<file path="config.mk">
export PLATFORM = sky130hd
export DESIGN_NAME = iteu_core
export DESIGN_NICKNAME = d
export VERILOG_FILES = /design/src/verilog/iteu_pkg.sv /design/src/verilog/iteu_core.sv
export SDC_FILE = /design/constraint.sdc
export NUM_CORES = 1
export LEC_CHECK = 0
export BUFFER_PORTS_ARGS = -buffer_cell sky130_fd_sc_hd__buf_4
export CAP_MARGIN = 40
export CORE_MARGIN = 3
export CORE_UTILIZATION = 45
export CTS_BUF_LIST = sky130_fd_sc_hd__clkbuf_8
export DETAILED_ROUTE_END_ITERATION = 7
export PLACE_DENSITY = 0.66
export SLEW_MARGIN = 10
export SYNTH_ARGS = -nofsm -noshare
export SYNTH_HDL_FRONTEND = slang
export SYNTH_SLANG_ARGS = --single-unit
</file>
<file path="constraint.sdc">
create_clock -name sys_clk -period 4.5 [get_ports sys_clk]
set_clock_uncertainty 0.05 [all_clocks]
set_input_delay 0.9 -clock sys_clk [delete_from_list [all_inputs] [get_ports sys_clk]]
set_output_delay 0.9 -clock sys_clk [all_outputs]
set_load 0.05 [all_outputs]
</file>
<file path="src/verilog/iteu_pkg.sv">
// Purpose: shared constants and types for the instruction tail execute unit
// Assumes: 12-bit instruction words, 8-bit data path
// Notes:   register bus map and opcode patterns live here
package iteu_pkg;

  localparam int DATA_W  = 8;
  localparam int INSTR_W = 12;
  localparam int FADDR_W = 5;
  localparam int PC_W    = 11;
  localparam int BADDR_W = 3;

  // exact opcodes
  localparam logic [INSTR_W-1:0] OPC_NOP    = 12'h000;
  localparam logic [INSTR_W-1:0] OPC_OPTION = 12'h002;
  localparam logic [INSTR_W-1:0] OPC_SLEEP  = 12'h003;
  localparam logic [INSTR_W-1:0] OPC_DIR6   = 12'h006;
  localparam logic [INSTR_W-1:0] OPC_DIR7   = 12'h007;
  // prefixes of bits 11:5 / 11:6 / 11:8
  localparam logic [6:0] PFX_STORE  = 7'h01;
  localparam logic [5:0] PFX_SUB    = 6'h02;
  localparam logic [5:0] PFX_XORF   = 6'h06;
  localparam logic [5:0] PFX_DECSZ  = 6'h0b;
  localparam logic [5:0] PFX_RRC    = 6'h0c;
  localparam logic [5:0] PFX_RLC    = 6'h0d;
  localparam logic [5:0] PFX_SWAP   = 6'h0e;
  localparam logic [5:0] PFX_INCSZ  = 6'h0f;
  localparam logic [3:0] PFX_RETLIT = 4'h8;
  localparam logic [3:0] PFX_XORLIT = 4'hf;
  localparam int DEST_BIT = 5;

  // register bus offsets
  localparam logic [BADDR_W-1:0] OFS_ACC    = 3'h0;
  localparam logic [BADDR_W-1:0] OFS_STATUS = 3'h1;
  localparam logic [BADDR_W-1:0] OFS_OPTION = 3'h2;
  localparam logic [BADDR_W-1:0] OFS_DIR6   = 3'h3;
  localparam logic [BADDR_W-1:0] OFS_DIR7   = 3'h4;
  localparam logic [BADDR_W-1:0] OFS_CTRL   = 3'h5;
  localparam int CTRL_WAKE_BIT = 0;

  localparam logic [DATA_W-1:0] RST_OPTION = 8'hff;
  localparam logic [DATA_W-1:0] RST_DIR    = 8'hff;
  localparam logic [DATA_W-1:0] RST_ACC    = 8'h00;

  typedef struct packed {
    logic timeout_flag;
    logic powerdown_flag;
    logic zero;
    logic half_carry_flag;
    logic carry;
  } iteu_flags_t;

  localparam iteu_flags_t RST_FLAGS = 5'h18;

  typedef struct packed {
    logic               en;
    logic [FADDR_W-1:0] addr;
    logic [DATA_W-1:0]  data;
  } iteu_fwr_t;

  typedef enum logic [3:0] {
    OP_NOP, OP_STORE, OP_OPTION, OP_RETLIT, OP_RLC, OP_RRC, OP_SLEEP, OP_SUB,
    OP_SWAP, OP_DIR, OP_XORF, OP_XORLIT, OP_INCSZ, OP_DECSZ
  } iteu_op_t;

  typedef enum logic [2:0] {
    ST_RUN   = 3'b001,
    ST_FLUSH = 3'b010,
    ST_SLEEP = 3'b100
  } iteu_state_t;

endpackage

</file>
<file path="src/verilog/iteu_core.sv">
// Purpose: decode and execute for the tail of the instruction set
// Assumes: file_rdata is the addressed file register, valid in the same cycle
// Notes:   software bus gives access to acc, flags, option, direction latches
`timescale 1ns/1ns
`default_nettype none
module iteu_core
  import iteu_pkg::*;
(
  input  wire logic               sys_clk,
  input  wire logic               rst_n,
  input  wire logic               clk_en,
  input  wire logic               instr_valid,
  input  wire logic [INSTR_W-1:0] instr,
  input  wire logic [DATA_W-1:0]  file_rdata,
  input  wire logic [PC_W-1:0]    stack_top,
  input  wire logic [BADDR_W-1:0] bus_addr,
  input  wire logic [DATA_W-1:0]  bus_wdata,
  input  wire logic               bus_wr,
  input  wire logic               bus_rd,
  output logic      [DATA_W-1:0]  bus_rdata_q,
  output iteu_fwr_t               file_wr_q,
  output logic      [DATA_W-1:0]  acc_q,
  output iteu_flags_t             flags_q,
  output logic      [DATA_W-1:0]  option_q,
  output logic      [DATA_W-1:0]  dir6_q,
  output logic      [DATA_W-1:0]  dir7_q,
  output logic                    pc_load_q,
  output logic      [PC_W-1:0]    pc_value_q,
  output logic                    wdt_clear_q,
  output logic                    osc_run_q,
  output iteu_state_t             state_q
);

  function automatic iteu_op_t decode(input logic [INSTR_W-1:0] w);
    iteu_op_t o;
    o = OP_NOP;
    if (w == OPC_OPTION) o = OP_OPTION;
    else if (w == OPC_SLEEP) o = OP_SLEEP;
    else if (w == OPC_DIR6 || w == OPC_DIR7) o = OP_DIR;
    else if (w[11:5] == PFX_STORE) o = OP_STORE;
    else if (w[11:8] == PFX_RETLIT) o = OP_RETLIT;
    else if (w[11:8] == PFX_XORLIT) o = OP_XORLIT;
    else
    begin
      case (w[11:6])
        PFX_SUB:   o = OP_SUB;
        PFX_XORF:  o = OP_XORF;
        PFX_RRC:   o = OP_RRC;
        PFX_RLC:   o = OP_RLC;
        PFX_SWAP:  o = OP_SWAP;
        PFX_INCSZ: o = OP_INCSZ;
        PFX_DECSZ: o = OP_DECSZ;
        default:   o = OP_NOP;
      endcase
    end
    return o;
  endfunction

  iteu_op_t          op;
  logic              exec;
  logic              dest_f;
  logic [DATA_W-1:0] lit;
  logic [DATA_W-1:0] res;
  logic [DATA_W:0]   sub_full;
  logic [4:0]        sub_low;
  logic              res_valid;
  logic              wake;

  logic [DATA_W-1:0] bus_rdata_d;
  iteu_fwr_t         file_wr_d;
  logic [DATA_W-1:0] acc_d;
  iteu_flags_t       flags_d;
  logic [DATA_W-1:0] option_d;
  logic [DATA_W-1:0] dir6_d;
  logic [DATA_W-1:0] dir7_d;
  logic              pc_load_d;
  logic [PC_W-1:0]   pc_value_d;
  logic              wdt_clear_d;
  logic              osc_run_d;
  iteu_state_t       state_d;

  always_comb
  begin
    op          = decode(instr);
    exec        = instr_valid && (state_q == ST_RUN);
    dest_f      = instr[DEST_BIT];
    lit         = instr[DATA_W-1:0];
    wake        = bus_wr && (bus_addr == OFS_CTRL) && bus_wdata[CTRL_WAKE_BIT];
    // borrow-free test done as add of the complement plus one
    sub_full    = {1'b0, file_rdata} + {1'b0, ~acc_q} + 9'h001;
    sub_low     = {1'b0, file_rdata[3:0]} + {1'b0, ~acc_q[3:0]} + 5'h01;
    res         = file_rdata;
    res_valid   = 1'b0;
    bus_rdata_d = '0;
    file_wr_d   = '0;
    acc_d       = acc_q;
    flags_d     = flags_q;
    option_d    = option_q;
    dir6_d      = dir6_q;
    dir7_d      = dir7_q;
    pc_load_d   = 1'b0;
    pc_value_d  = pc_value_q;
    wdt_clear_d = 1'b0;
    osc_run_d   = osc_run_q;
    state_d     = state_q;

    // bus writes yield to a same-cycle instruction write below
    if (bus_wr)
    begin
      case (bus_addr)
        OFS_ACC:    acc_d = bus_wdata;
        OFS_OPTION: option_d = bus_wdata;
        OFS_DIR6:   dir6_d = bus_wdata;
        OFS_DIR7:   dir7_d = bus_wdata;
        default:    ;
      endcase
    end
    if (bus_rd)
    begin
      case (bus_addr)
        OFS_ACC:    bus_rdata_d = acc_q;
        OFS_STATUS: bus_rdata_d = {3'h0, flags_q};
        OFS_OPTION: bus_rdata_d = option_q;
        OFS_DIR6:   bus_rdata_d = dir6_q;
        OFS_DIR7:   bus_rdata_d = dir7_q;
        OFS_CTRL:   bus_rdata_d = {7'h00, state_q == ST_SLEEP};
        default:    bus_rdata_d = '0;
      endcase
    end

    case (state_q)
      ST_RUN:
      begin
        if (exec)
        begin
          case (op)
            OP_STORE:
            begin
              file_wr_d = '{en: 1'b1, addr: instr[FADDR_W-1:0], data: acc_q};
            end
            OP_OPTION: option_d = acc_q;
            OP_RETLIT:
            begin
              acc_d      = lit;
              pc_load_d  = 1'b1;
              pc_value_d = stack_top;
              state_d    = ST_FLUSH;
            end
            OP_RLC:
            begin
              res           = {file_rdata[DATA_W-2:0], flags_q.carry};
              flags_d.carry = file_rdata[DATA_W-1];
              res_valid     = 1'b1;
            end
            OP_RRC:
            begin
              res           = {flags_q.carry, file_rdata[DATA_W-1:1]};
              flags_d.carry = file_rdata[0];
              res_valid     = 1'b1;
            end
            OP_SLEEP:
            begin
              // pin-change wake flag lives outside and is not touched here
              wdt_clear_d            = 1'b1;
              flags_d.timeout_flag   = 1'b1;
              flags_d.powerdown_flag = 1'b0;
              osc_run_d              = 1'b0;
              state_d                = ST_SLEEP;
            end
            OP_SUB:
            begin
              res                     = sub_full[DATA_W-1:0];
              flags_d.carry           = sub_full[DATA_W];
              flags_d.half_carry_flag = sub_low[4];
              flags_d.zero            = (sub_full[DATA_W-1:0] == '0);
              res_valid               = 1'b1;
            end
            OP_SWAP:
            begin
              res       = {file_rdata[3:0], file_rdata[7:4]};
              res_valid = 1'b1;
            end
            OP_DIR:
            begin
              if (instr[0]) dir7_d = acc_q;
              else dir6_d = acc_q;
            end
            OP_XORF:
            begin
              res          = acc_q ^ file_rdata;
              flags_d.zero = (res == '0);
              res_valid    = 1'b1;
            end
            OP_XORLIT:
            begin
              acc_d        = acc_q ^ lit;
              flags_d.zero = ((acc_q ^ lit) == '0);
            end
            OP_INCSZ, OP_DECSZ:
            begin
              res       = (op == OP_INCSZ) ? file_rdata + 8'h01 : file_rdata - 8'h01;
              res_valid = 1'b1;
              if (res == '0) state_d = ST_FLUSH;
            end
            default: ;
          endcase
          if (res_valid)
          begin
            if (dest_f) file_wr_d = '{en: 1'b1, addr: instr[FADDR_W-1:0], data: res};
            else acc_d = res;
          end
        end
      end
      // prefetched word is dropped, acting as a no-op
      ST_FLUSH:
      begin
        if (instr_valid) state_d = ST_RUN;
      end
      // halted until software wakes the unit; instructions ignored
      ST_SLEEP:
      begin
        if (wake)
        begin
          state_d   = ST_RUN;
          osc_run_d = 1'b1;
        end
      end
      default: state_d = ST_RUN;
    endcase
  end

  always_ff @(posedge sys_clk)
  begin
    if (!rst_n)
    begin
      bus_rdata_q <= '0;
      file_wr_q   <= '0;
      acc_q       <= RST_ACC;
      flags_q     <= RST_FLAGS;
      option_q    <= RST_OPTION;
      dir6_q      <= RST_DIR;
      dir7_q      <= RST_DIR;
      pc_load_q   <= 1'b0;
      pc_value_q  <= '0;
      wdt_clear_q <= 1'b0;
      osc_run_q   <= 1'b1;
      state_q     <= ST_RUN;
    end
    else if (clk_en)
    begin
      bus_rdata_q <= bus_rdata_d;
      file_wr_q   <= file_wr_d;
      acc_q       <= acc_d;
      flags_q     <= flags_d;
      option_q    <= option_d;
      dir6_q      <= dir6_d;
      dir7_q      <= dir7_d;
      pc_load_q   <= pc_load_d;
      pc_value_q  <= pc_value_d;
      wdt_clear_q <= wdt_clear_d;
      osc_run_q   <= osc_run_d;
      state_q     <= state_d;
    end
  end
endmodule
`default_nettype wire

</file>
Word level (Yosys, flattened, before mapping)
Cells that the tools add are included.
{"block": "classes", "n_addsub": 6, "n_eq_ne": 41, "n_bitwise": 4, "mux": 61, "n_reduce_logical": 21}
{"cell": "$mux 8", "n": 25}
{"cell": "$pmux 8 s6", "n": 2}
{"cell": "$mux 14", "n": 5}
{"cell": "$eq 4x4->1 const B", "n": 8}
{"cell": "$logic_not 8->1", "n": 4}
{"cell": "$eq 6x4->1 const B", "n": 5}
{"cell": "$pmux 4 s7", "n": 1}
{"cell": "$eq 12x2->1 const B", "n": 2}
{"cell": "$eq 12x3->1 const B", "n": 2}
{"cell": "$mux 4", "n": 6}
{"cell": "$reduce_and 4->1", "n": 5}
{"cell": "$pmux 3 s3", "n": 2}
{"cell": "$eq 4x3->1 const B", "n": 4}
{"cell": "$pmux 8 s2", "n": 1}
{"cell": "$xor 8x8->8", "n": 2}
{"cell": "$mux 1", "n": 12}
{"cell": "$mux 3", "n": 4}
{"cell": "$add 8x8->9", "n": 1}
{"cell": "$add 9x1->9 const B", "n": 1}
{"cell": "$eq 3x2->1 const B", "n": 3}
{"cell": "$eq 3x3->1 const B", "n": 3}
{"cell": "$add 8x1->8 const B", "n": 1}
{"cell": "$eq 4x2->1 const B", "n": 2}
{"cell": "$not 8->8", "n": 1}
{"cell": "other kinds (24)", "n": 31}
{"block": "word_totals", "out_inout_bits": 76, "reg_bits": 75, "in_bits": 48}

Logic depth before layout (Yosys ltp)
Gate-level depths: netlist of run 1.
{"block": "depth", "depth_word": 16, "mapped_depth": 12, "ltp_nobuf": 11}

Least setup slack after synthesis of run 1
Ideal clock, no wire load.
{"block": "synth_path", "path_kind": "input-to-reg", "start": "input instr[10]", "end": "register file_wr_q[7] (netlist bit)", "slack_ns": 0.725, "n_path_buf": 1, "t_arrival_ns": 3.638, "path_stages": 11, "setup_time_ns": 0.087, "t_required_ns": 4.363, "path_cell_list": "buf_2 and4bb_2 nand3_1 ha_1 and2_1 a221o_1 o2111a_1 a211oi_1 mux2i_1 nor3_1 o31ai_1"}
{"block": "synth_via", "elab_chain_cells": 16}
{"element": "start, declared", "line_no": "iteu_core.sv:13", "rtl": "input wire logic [INSTR_W-1:0] instr,"}
{"element": "$eq 6x4->1, or another cell as far along", "line_no": "iteu_core.sv:45", "rtl": "case (w[11:6])"}
{"element": "$pmux 4 s7", "line_no": "iteu_core.sv:45"}
{"element": "$mux 4", "line_no": "iteu_core.sv:42", "rtl": "else if (w[11:8] == PFX_XORLIT) o = OP_XORLIT;"}
{"element": "$mux 4", "line_no": "iteu_core.sv:41", "rtl": "else if (w[11:8] == PFX_RETLIT) o = OP_RETLIT;"}
{"element": "$mux 4", "line_no": "iteu_core.sv:40", "rtl": "else if (w[11:5] == PFX_STORE) o = OP_STORE;"}
{"element": "$mux 4", "line_no": "iteu_core.sv:39", "rtl": "else if (w == OPC_DIR6 || w == OPC_DIR7) o = OP_DIR;"}
{"element": "$mux 4", "line_no": "iteu_core.sv:38", "rtl": "else if (w == OPC_SLEEP) o = OP_SLEEP;"}
{"element": "$mux 4 *", "line_no": "iteu_core.sv:37", "rtl": "if (w == OPC_OPTION) o = OP_OPTION;"}
{"element": "$eq 4x4->1, or another cell as far along", "line_no": "iteu_core.sv:136, iteu_core.sv:201"}
{"element": "$reduce_or 7->1 (no source line)"}
{"element": "$mux 1", "line_no": "iteu_core.sv:136", "rtl": "case (op)"}
{"element": "$mux 1", "line_no": "iteu_core.sv:134", "rtl": "if (exec)"}
{"element": "$mux 1", "line_no": "iteu_core.sv:131", "rtl": "case (state_q)"}
{"element": "$mux 14 *", "line_no": "iteu_core.sv:207", "rtl": "if (res_valid)"}
{"element": "$mux 14 *", "line_no": "iteu_core.sv:134"}
{"element": "$mux 14 *", "line_no": "iteu_core.sv:131"}
{"element": "end signal, assigned", "line_no": "iteu_core.sv:252", "rtl": "file_wr_q <= file_wr_d;"}
{"element": "end, declared", "line_no": "iteu_core.sv:21", "rtl": "output iteu_fwr_t file_wr_q,"}
Mark *: on every way between the ends. The rest lies on a longest branch, timed or not. The select of a mux whose other input is x is not followed.
A chain may end at the register's enable or synchronous reset.

Final worst setup path of run 1
{"block": "layout_path", "start": "input instr[10]", "end": "register state_q[0]"}
{"block": "layout_via", "elab_chain_cells": 13}
{"element": "$eq 6x4->1, or another cell as far along", "line_no": "iteu_core.sv:45"}
{"element": "$pmux 4 s7", "line_no": "iteu_core.sv:45"}
{"element": "$mux 4", "line_no": "iteu_core.sv:42"}
{"element": "$mux 4", "line_no": "iteu_core.sv:41"}
{"element": "$mux 4", "line_no": "iteu_core.sv:40"}
{"element": "$mux 4", "line_no": "iteu_core.sv:39"}
{"element": "$mux 4", "line_no": "iteu_core.sv:38"}
{"element": "$mux 4 *", "line_no": "iteu_core.sv:37"}
{"element": "$eq 4x4->1 (on tied branches)", "line_no": "iteu_core.sv:136, iteu_core.sv:201"}
{"element": "$mux 8 / $reduce_or 2->1 (equally long branches)", "line_no": "iteu_core.sv:201, iteu_core.sv:136"}
{"element": "$logic_not 8->1 / $pmux 3 s3 (equally long branches)", "line_no": "iteu_core.sv:203, iteu_core.sv:136"}
{"element": "$ne 3x3->1 (no source line) / $mux 3 (equally long branches)"}
{"element": "$reduce_and 6->1 (no source line) / $pmux 3 s3 (equally long branches)"}
{"element": "end signal, assigned", "line_no": "iteu_core.sv:262", "rtl": "state_q <= state_d;"}
{"element": "end, declared", "line_no": "iteu_core.sv:31", "rtl": "output iteu_state_t state_q"}
Marked as above.

==> impl_metrics.py, run 1 <==
metrics = {
    "grt": {
        "antenna_found_initial": 0,
        "grt_first_pass_wirelength_mm": 32.0,
        "grt_pass1_vias": 5653,
        "grt.overflow.total": 0,
        "track_usage_pct": 28.9,
        "grt_max_degree": 52,
    },
    "cts": {
        "htree_num_levels": 3,
        "clk_root_buffer_cell": "clkbuf_8",
        "clk_latency_ns": 0.36,
        "cts_made_buffers": 9,
        "cts_tree": "built",
        "cts.reportedPaths.clkPinSlew_ns": 0.08,
        "post-cts-setup-buffer-count": 0,
        "cts_sinks": 75,
        "cts_resized": 0,
        "clock_path_buffers": 2,
        "cts-hold-fix-buffers": 0,
    },
    "sta": {
        "finalHoldViolations": 0,
        "tightest_slew_ns": 0.812,
        "max_freq_mhz": 276,
        "rsz0062_at_grt": "false",
        "finalCriticalPeriod_ns": 3.62,
        "drv_slew": 0,
        "tns_ns": 0,
        "relSlewSlack_pct": 45.8,
        "period_share_pct": 80.5,
        "setup_viol": 0,
    },
    "critical_path": {
        "r2r-end": "flags_q[2]",
        "r2r_cells": 9,
        "startpoint_type": "input pin",
        "reg2reg_from": "acc_q[1]",
        "required_ns": 4.67,
        "setup.worst_path.class": "in -> reg",
        "cp-end-kind": "register",
        "crit_path_end": "state_q[0]",
        "critical_path_arrival_ns": 3.79,
        "rrSetupSlack_ns": 1.16,
        "crit_start": "instr[10]",
        "cp_max_fo": 9,
    },
    "cells_and_area": {
        "syn2layout_area_growth_pct": 21.3,
        "final_nets": 882,
        "drive_above_1_share_pct": 22.1,
        "final_util_pct": 56.1,
        "final_area_um2": 6770,
        "fill_cells": 1134,
        "antenna_cells": 0,
    },
    "power_and_ir_drop": {
        "leakage_nw": 2.75,
        "power_density_nw_per_um2": 276,
        "ir_drop_v": 0.000121,
        "power_w": 0.00187,
    },
    "flow_run": {
        "cap_violations": 0,
    },
    "yosys": {
        "synthTopCellsByArea": "dfxtp_1, mux2i_1, nand2_1, a21oi_1, o21ai_0",
        "async_reset_ff_share_pct": 0,
        "ys.warnings.count": 0,
        "synth_seq_area_share_pct": 26.9,
        "ys_seq_elements": 75,
        "synth_cell_type_count": 72,
        "synth_nets": 799,
        "netlist_area_um2": 5580,
        "synthXorXnorAreaFrac_pct": 3.30,
        "synth_edf_count": 0,
        "synth_compound_area_share_pct": 26.7,
        "synth_top_area_share_pct": 26.9,
        "synthMuxAreaShare_pct": 10.3,
        "ys_dominant_reg_cell": "dfxtp_1",
        "yosys.area_share.simple_pct": 22.7,
        "synth_top_family_by_area": "compound AO/OA/AOI/OAI gates",
        "yosysTopAreaCell": "dfxtp_1",
        "syn_avg_cell_area_um2": 7.61,
        "synthAdderAreaFrac_pct": 4.30,
        "netlist_instances": 733,
    },
    "routing": {
        "drc": 0,
        "first_iter_violations": 736,
        "first_pass_iters": 6,
        "viasPerCell": 6.21,
        "wl_per_cell_um": 21.1,
        "routed_wl_mm": 20.9,
        "vias": 6139,
        "route.antenna.remaining_nets": 0,
    },
    "floorplanning": {
        "die_h_um": 117,
        "start_util_pct": 46.3,
        "die_area_um2": 13800,
        "ios": 124,
        "core_um2": 12100,
        "fp.dieW_um": 117,
        "rows": 40,
    },
    "place": {
        "dpl_cell_area_um2": 6540,
        "io_buffers": 122,
        "dpl.hpwl_mm": 15.5,
        "gp_congestion": 0.955,
    },
    "min_path": {
        "min_path_type": "reg -> reg",
    },
    "run_status": {
        "status": "finished clean",
    },
}
## cells by family (layout without fill, tap and decap cells)
group / Yosys count / count (layout)
AND/OR/NAND/NOR: 260 / 260
AO/OA/AOI/OAI: 225 / 225
buffers and inverters: 81 / 168
flip-flops: 75 / 75
multiplexers: 52 / 52
XOR/XNOR: 21 / 21
adder cells (fa/ha/maj): 18 / 18
other: 1 / 1
## worst min-delay path by stage
stage / startpoint / to / slack (ns) / cells past startpoint
detailed placement: file_wr_q[6] / file_wr_q[6] / 0.40 / 2
global route: pc_value_q[5] / pc_value_q[5] / 0.43 / 2
global placement: pc_value_q[9] / pc_value_q[9] / 0.39 / 2
finish: pc_value_q[4] / pc_value_q[4] / 0.41 / 2
floorplan: file_wr_q[4] / file_wr_q[4] / 0.62 / 2
CTS: pc_value_q[4] / pc_value_q[4] / 0.41 / 2
## layout make-up
class                           instances  area (µm²)  share of cell area [%]
Sequential cell                        75        1500                    22.2
Clock inverter                          6         105                    1.55
Inverter                               20        75.1                    1.11
Tap cell                              168         210                    3.10
Timing Repair Buffer                  133         998                    14.7
Clock buffer                            9         124                    1.83
Multi-Input combinational cell        577        3760                    55.5
## routing by layer
| layer | global-route usage, % | up-vias | share of wire [%] |
|---|---|---|---|
| met4 | 11.7 | 0 | 3.2 |
| li1 | - | 2863 | - |
| met1 | 37.2 | 2948 | 41 |
| met5 | 0 | - | 0 |
| met3 | 4.97 | 38 | 7.8 |
| met2 | 48.2 | 290 | 48 |
## cells in the mapped netlist, drive strengths merged (3+ instances only)
library cell and number:
o221ai 6, a21oi 57, or3 4, o32ai 4, a21o 3, nor2 61
or4b 4, inv 19, nand4b 3, a22oi 15, o22ai 14, o2bb2ai 3
mux2i 36, mux4 3, nor2b 9, a222oi 6, a31oi 8, a311oi 3
o31ai 4, and2 6, mux2 13, o21a 3, nand4 5, or2 4
nand2b 7, nor3b 4, nor4b 5, a211oi 5, xnor2 9, xor2 12
o311ai 7, clkbuf 48, nand2 91, nor3 18, o21ai 49, ha 16
buf 13, dfxtp 75, nand3 28, o211ai 21
## cells in the final DEF, fill, tap and decap left out, types with 17 or more instances in the layout
cell / count
nand2_1: 90
dfxtp_1: 75
nor3_1: 17
mux2i_1: 36
nor2_1: 61
inv_1: 18
buf_4: 133
o21ai_0: 48
o211ai_1: 20
a21oi_1: 57
nand3_1: 28
## critical path, cell delays in order
cell and delay, ns:
buf_4 0.14, and4bb_2 0.38, nand3_1 0.21, ha_1 0.40, and2_1 0.19, a221o_1 0.36, o2111a_1 0.27, a211oi_1 0.26
mux2i_1 0.19, a211oi_1 0.33, o221ai_1 0.17
## where the power goes
part	switching [W]	internal [W]	total (W)	leakage, nW
Clock	0.000257	0.000362	0.000619	0.119
Combinational	0.000336	0.000192	0.000528	2.02
Sequential	0.0000330	0.000686	0.000719	0.611
Total	0.000626	0.00124	0.00187	2.75
## state kept, by name, summed over array words and instances, names as in the netlist, 4 cells and up
name and cells:
acc_q 8, dir6_q 8, pc_value_q 11, file_wr_q 14, dir7_q 8, bus_rdata_q 8, option_q 8, flags_q 4
## through the flow
stage               std cells  setup slack, ns  hold slack [ns]
global route              988            0.744            0.429
global placement          973            0.597            0.394
finish                    988            0.880            0.411
floorplan                 733            0.725            0.619
detailed placement        973            0.517            0.400
CTS                       988            0.922            0.412
Power figures use the tool's default switching activity.
==> inputs of run 2 (changes only) <==
- clock period: 4.5 -> 3.37 ns (I/O delays scaled with it)
==> run 2 against run 1 <==
  * Register-to-register slack worse by 0.55 ns
  * Sequential power is 32% higher
  * Critical path type unchanged
  * First-iteration DRC count is 18% lower
  * Largest power group unchanged
  * Largest cell class unchanged
  * Clock power rose by 6.3%
  * Critical endpoint unchanged
==> impl_metrics.py, run 2 (synthesis gave the netlist of run 1 again) <==
metrics = {
    "run_status": {
        "status": "finished clean",
    },
    "cells_and_area": {
        "layout_commonest_cell": "buf_4",
        "antenna_cells": 0,
        "final_nets": 911,
        "drive_above_1_share_pct": 24.6,
        "reg_top3": "file_wr_q (14), pc_value_q (11)",
        "final_cell_mix": "buf_4, nand2_1, dfxtp_1",
        "register_area_um2": 1500,
        "regMostFlops": "file_wr_q",
        "fill_cells": 1172,
        "largest_register_ffs": 14,
        "multi_input_area_um2": 3780,
        "final_area_um2": 6960,
        "syn2layout_area_growth_pct": 24.7,
        "final_util_pct": 57.7,
    },
    "critical_path": {
        "crit_path_end": "state_q[0]",
        "cp_max_fo": 7,
        "critical_path_arrival_ns": 3.31,
        "setup.worst_path.class": "in -> reg",
        "crit_start": "instr[10]",
        "r2r_cells": 10,
        "cpMaxStageDelayCell": "a221o_1",
        "max_stage_delay_ns": 0.35,
        "r2r-end": "flags_q[2]",
        "rrSetupSlack_ns": 0.61,
        "required_ns": 3.54,
        "startpoint_type": "input pin",
        "worstPathCellList": "buf_4 -> and4bb_2 -> nand3_4 -> ha_1 -> and2_1 -> a221o_1 -> o2111a_1 -> a211oi_1 -> mux2i_1 -> buf_4 -> a211oi_1 -> o221ai_1",
        "reg2reg_from": "acc_q[0]",
        "cp-end-kind": "register",
    },
    "cts": {
        "cts-hold-fix-buffers": 0,
        "cts.reportedPaths.clkPinSlew_ns": 0.08,
        "cts_sinks": 75,
        "htree_num_levels": 3,
        "clock_path_buffers": 2,
        "cts_tree": "built",
        "clk_latency_ns": 0.36,
        "post-cts-setup-buffer-count": 0,
        "clk_root_buffer_cell": "clkbuf_8",
        "cts_made_buffers": 9,
        "cts_resized": 0,
    },
    "power_and_ir_drop": {
        "ir_drop_v": 0.000149,
        "power_density_nw_per_um2": 337,
        "leakage_nw": 2.87,
    },
    "place": {
        "dpl_cell_area_um2": 6780,
        "place_ws_ns": -0.117,
        "gp_congestion": 0.915,
        "dpl.hpwl_mm": 15.4,
        "io_buffers": 122,
    },
    "grt": {
        "grt_util_met3_pct": 4.77,
        "grt_max_degree": 44,
        "grtUsageMet1_pct": 36.6,
        "use_met2_pct": 48.2,
        "grt_busiest_layer": "met2",
        "grt.overflow.total": 0,
        "track_usage_pct": 28.7,
        "grt_first_pass_wirelength_mm": 32.3,
        "grt_pass1_vias": 5900,
        "antenna_found_initial": 0,
    },
    "routing": {
        "route.antenna.remaining_nets": 0,
        "routed_wl_mm": 20.5,
        "viasPerCell": 6.08,
        "drc": 0,
        "first_iter_violations": 603,
        "first_pass_iters": 6,
        "vias": 6179,
        "wl_per_cell_um": 20.1,
    },
    "floorplanning": {
        "die_area_um2": 13800,
        "fp.dieW_um": 117,
        "start_util_pct": 46.3,
        "rows": 40,
        "core_um2": 12100,
        "die_h_um": 117,
        "ios": 124,
    },
    "sta": {
        "relSlewSlack_pct": 57.3,
        "finalHoldViolations": 0,
        "finalCriticalPeriod_ns": 3.14,
        "period_share_pct": 93.2,
        "drv_slew": 0,
        "max_freq_mhz": 318,
        "setup_viol": 0,
        "tns_ns": 0,
        "fin_ws_ns": 0.229,
        "tightest_slew_ns": 0.637,
        "rsz0062_at_grt": "false",
    },
    "flow_run": {
        "cap_violations": 0,
    },
    "min_path": {
        "min_path_type": "reg -> reg",
    },
}
run 2: cell types whose count changed in the layout (fill, tap and decap cells not counted):
| cell | before | now |
|---|---|---|
| nand3_1 | 28 | 27 |
| bufinv_16 | 3 | 1 |
| inv_1 | 18 | 21 |
| nand3_4 | 0 | 1 |
| clkinv_2 | 3 | 2 |
| ha_4 | 0 | 1 |
| ha_1 | 16 | 15 |
| buf_4 | 133 | 162 |
run 2: layer usage:
| metal | wire (µm) | part of all wire [%] |
|---|---|---|
| met2 | 9810 | 48 |
| met5 | 0 | 0 |
| met1 | 8380 | 41 |
| met3 | 1560 | 7.6 |
| met4 | 732 | 3.6 |
run 2: through the flow:
| stage | instances | power, W | hold slack [ns] |
|---|---|---|---|
| final | 1017 | 0.00234 | 0.407 |
| after global routing | 1017 | 0.00245 | 0.423 |
| after CTS | 1017 | 0.00235 | 0.409 |
| after detailed placement | 1002 | 0.00169 | 0.398 |
| after global placement | 1002 | 0.00168 | 0.392 |
| after floorplan | 733 | 0.00144 | 0.619 |
run 2: area by class of cell:
type	count	area share, %
Sequential cell	75	21.6
Inverter	20	1.08
Clock buffer	9	1.78
Clock inverter	6	0.737
Tap cell	168	3.02
Timing Repair Buffer	162	17.5
Multi-Input combinational cell	577	54.3
run 2: worst min path at each step:
stage	endpoint	depth (start not counted)	slack (ns)	from
floorplan	file_wr_q[4]	2	0.62	file_wr_q[4]
global placement	pc_value_q[6]	2	0.39	pc_value_q[6]
detailed placement	pc_value_q[9]	2	0.40	pc_value_q[9]
CTS	pc_value_q[9]	2	0.41	pc_value_q[9]
global route	pc_value_q[9]	2	0.42	pc_value_q[9]
finish	pc_value_q[9]	2	0.41	pc_value_q[9]
run 2: worst max-delay path, delay by kind of cell:
kind,cells,cell delay (ns)
compound gates,5,1.27
fa+ha+maj,1,0.31
buf+inv,2,0.27
mux,1,0.15
simple gates,3,0.63
run 2: power breakdown:
group / switching, W / internal (W)
clock network: 0.000330 / 0.000328
logic: 0.000460 / 0.000276
registers: 0.0000330 / 0.000916
total: 0.000823 / 0.00152
==> inputs of run 3 (changes only) <==
- CORE_ASPECT_RATIO: default -> 1.25
- CTS_CLUSTER_SIZE: default -> 24
- GPL_TIMING_DRIVEN: default -> 0
==> run 3 against run 2 <==
  * First-iteration DRC count increased by 7.3%
  * Hold slack improved by 0.0023 ns
  * Largest power group unchanged
  * Clock power increased by 9.9%
  * Fmax decreased by 3.1%
  * Critical path type unchanged
  * Total power increased by 3.1%
  * Combinational power increased by 1%
  * Global-route usage increased by 2.8 points
==> impl_metrics.py, run 3 (synthesis gave the netlist of run 1 again) <==
metrics = {
    "run_status": {
        "status": "finished clean",
    },
    "critical_path": {
        "r2r_cells": 10,
        "cp-end-kind": "register",
        "r2r-end": "acc_q[7]",
        "startpoint_type": "input pin",
        "critical_path_arrival_ns": 3.43,
        "required_ns": 3.56,
        "setup.worst_path.class": "in -> reg",
        "rrSetupSlack_ns": 0.15,
        "reg2reg_from": "acc_q[6]",
        "cp_max_fo": 10,
    },
    "cells_and_area": {
        "layout_commonest_cell": "buf_4",
        "drive_above_1_share_pct": 22.0,
        "antenna_cells": 0,
        "regMostFlops": "file_wr_q",
        "largest_register_ffs": 14,
        "register_area_um2": 1500,
        "fill_cells": 1159,
        "multi_input_area_um2": 3820,
        "final_area_um2": 6950,
        "fin_cells": 1030,
        "final_cell_mix": "buf_4, nand2_1, dfxtp_1",
        "reg_top3": "file_wr_q (14), pc_value_q (11)",
        "final_nets": 930,
        "syn2layout_area_growth_pct": 24.6,
    },
    "min_path": {
        "min_path_type": "reg -> reg",
        "hold_path_depth": 2,
        "whs_endpoint": "file_wr_q[4]",
        "worstHoldStart": "file_wr_q[4]",
    },
    "floorplanning": {
        "ios": 124,
        "rows": 44,
        "core_um2": 11900,
        "start_util_pct": 46.9,
        "fp.dieW_um": 106,
        "die_area_um2": 13800,
        "die_h_um": 131,
    },
    "place": {
        "place_ws_ns": -0.504,
        "dpl.cell_count": 1013,
        "dpl.hpwl_mm": 17.4,
        "dpl_cell_area_um2": 6700,
        "io_buffers": 118,
        "gp_congestion": 0.982,
    },
    "sta": {
        "setup_viol": 0,
        "finalHoldViolations": 0,
        "tightest_slew_ns": 0.694,
        "finalCriticalPeriod_ns": 3.24,
        "drv_slew": 0,
        "max_freq_mhz": 309,
        "fin_ws_ns": 0.130,
        "relSlewSlack_pct": 53.4,
        "period_share_pct": 96.1,
        "rsz0062_at_grt": "false",
    },
    "routing": {
        "drc": 0,
        "first_pass_iters": 6,
        "first_iter_violations": 647,
        "routed_wl_mm": 22.2,
        "wl_per_cell_um": 21.5,
        "viasPerCell": 6.17,
        "route.antenna.remaining_nets": 0,
        "vias": 6354,
    },
    "cts": {
        "clk_root_buffer_cell": "clkbuf_8",
        "clock_path_buffers": 2,
        "cts_made_buffers": 9,
        "clk_latency_ns": 0.36,
        "cts.reportedPaths.clkPinSlew_ns": 0.08,
        "cts_tree": "built",
        "htree_num_levels": 3,
        "cts_sinks": 75,
    },
    "grt": {
        "grt_first_pass_wirelength_mm": 34.0,
        "grt_max_degree": 15,
        "antenna_found_initial": 0,
        "grt_pass1_vias": 6187,
        "grt.overflow.total": 0,
        "track_usage_pct": 31.6,
    },
    "power_and_ir_drop": {
        "ir_drop_v": 0.000221,
        "power_density_nw_per_um2": 347,
        "leakage_nw": 2.78,
    },
    "flow_run": {
        "cap_violations": 0,
    },
}
==> run 3: worst max-delay path by stage <==
stage	startpoint	end	slack (ns)	cells past startpoint
global placement	instr[7]	file_wr_q[7]	-0.52	11
finish	instr[11]	file_wr_q[5]	0.13	11
CTS	instr[10]	state_q[1]	0.05	11
detailed placement	instr[7]	file_wr_q[7]	-0.50	11
floorplan	instr[10]	file_wr_q[7]	0.02	11
global route	acc_q[1]	flags_q[2]	0.01	10
==> run 3: report_power, final <==
group          total [W]  internal (W)  switching, W
Sequential      0.000947      0.000916     0.0000313
Combinational   0.000746      0.000266      0.000480
Clock           0.000723      0.000362      0.000361
==> run 3: worst max-delay path, cell delays in order <==
cell      delay (ns)
buf_4           0.14
and4bb_4        0.40
nand3_4         0.18
ha_1            0.33
and2_1          0.15
a221o_1         0.36
nor2_1          0.19
xor2_2          0.28
o221ai_1        0.20
nor3_1          0.39
o31ai_1         0.12
==> run 3: metal layers <==
metal,wire [µm],GRT usage (%),up-vias
li1,-,-,2965
met1,8520,36.6,3029
met5,0,0,-
met3,1410,4.57,72
met2,10900,55.2,288
met4,1390,19.7,0
==> run 3: timing repair <==
action                     CTS  global route
hold buffers                 0             0
setup endpoints to repair    9             7
gates resized for setup      4             9
pin swaps                    0             3
buffers inserted             0             2
==> run 3: cell type report <==
cell class | count | area share, %
multi-input cells | 577 | 54.9
flip-flops and latches | 75 | 21.6
repair buffers | 121 | 13.0
plain buffers | 60 | 3.58
well taps | 161 | 2.90
clock buffers | 10 | 1.98
inverters | 20 | 1.08
clock inverters | 6 | 0.918
==> run 3: metrics by stage <==
stage                     power, W  hold slack [ns]  TNS (ns)  utilization (%)
final                      0.00242            0.409         0             58.5
after global routing       0.00252            0.431         0             58.5
after CTS                  0.00240            0.413         0             58.1
after detailed placement   0.00169            0.395     -3.27             56.3
after global placement     0.00168            0.394     -3.08             56.3
after floorplan            0.00144            0.619         0                -
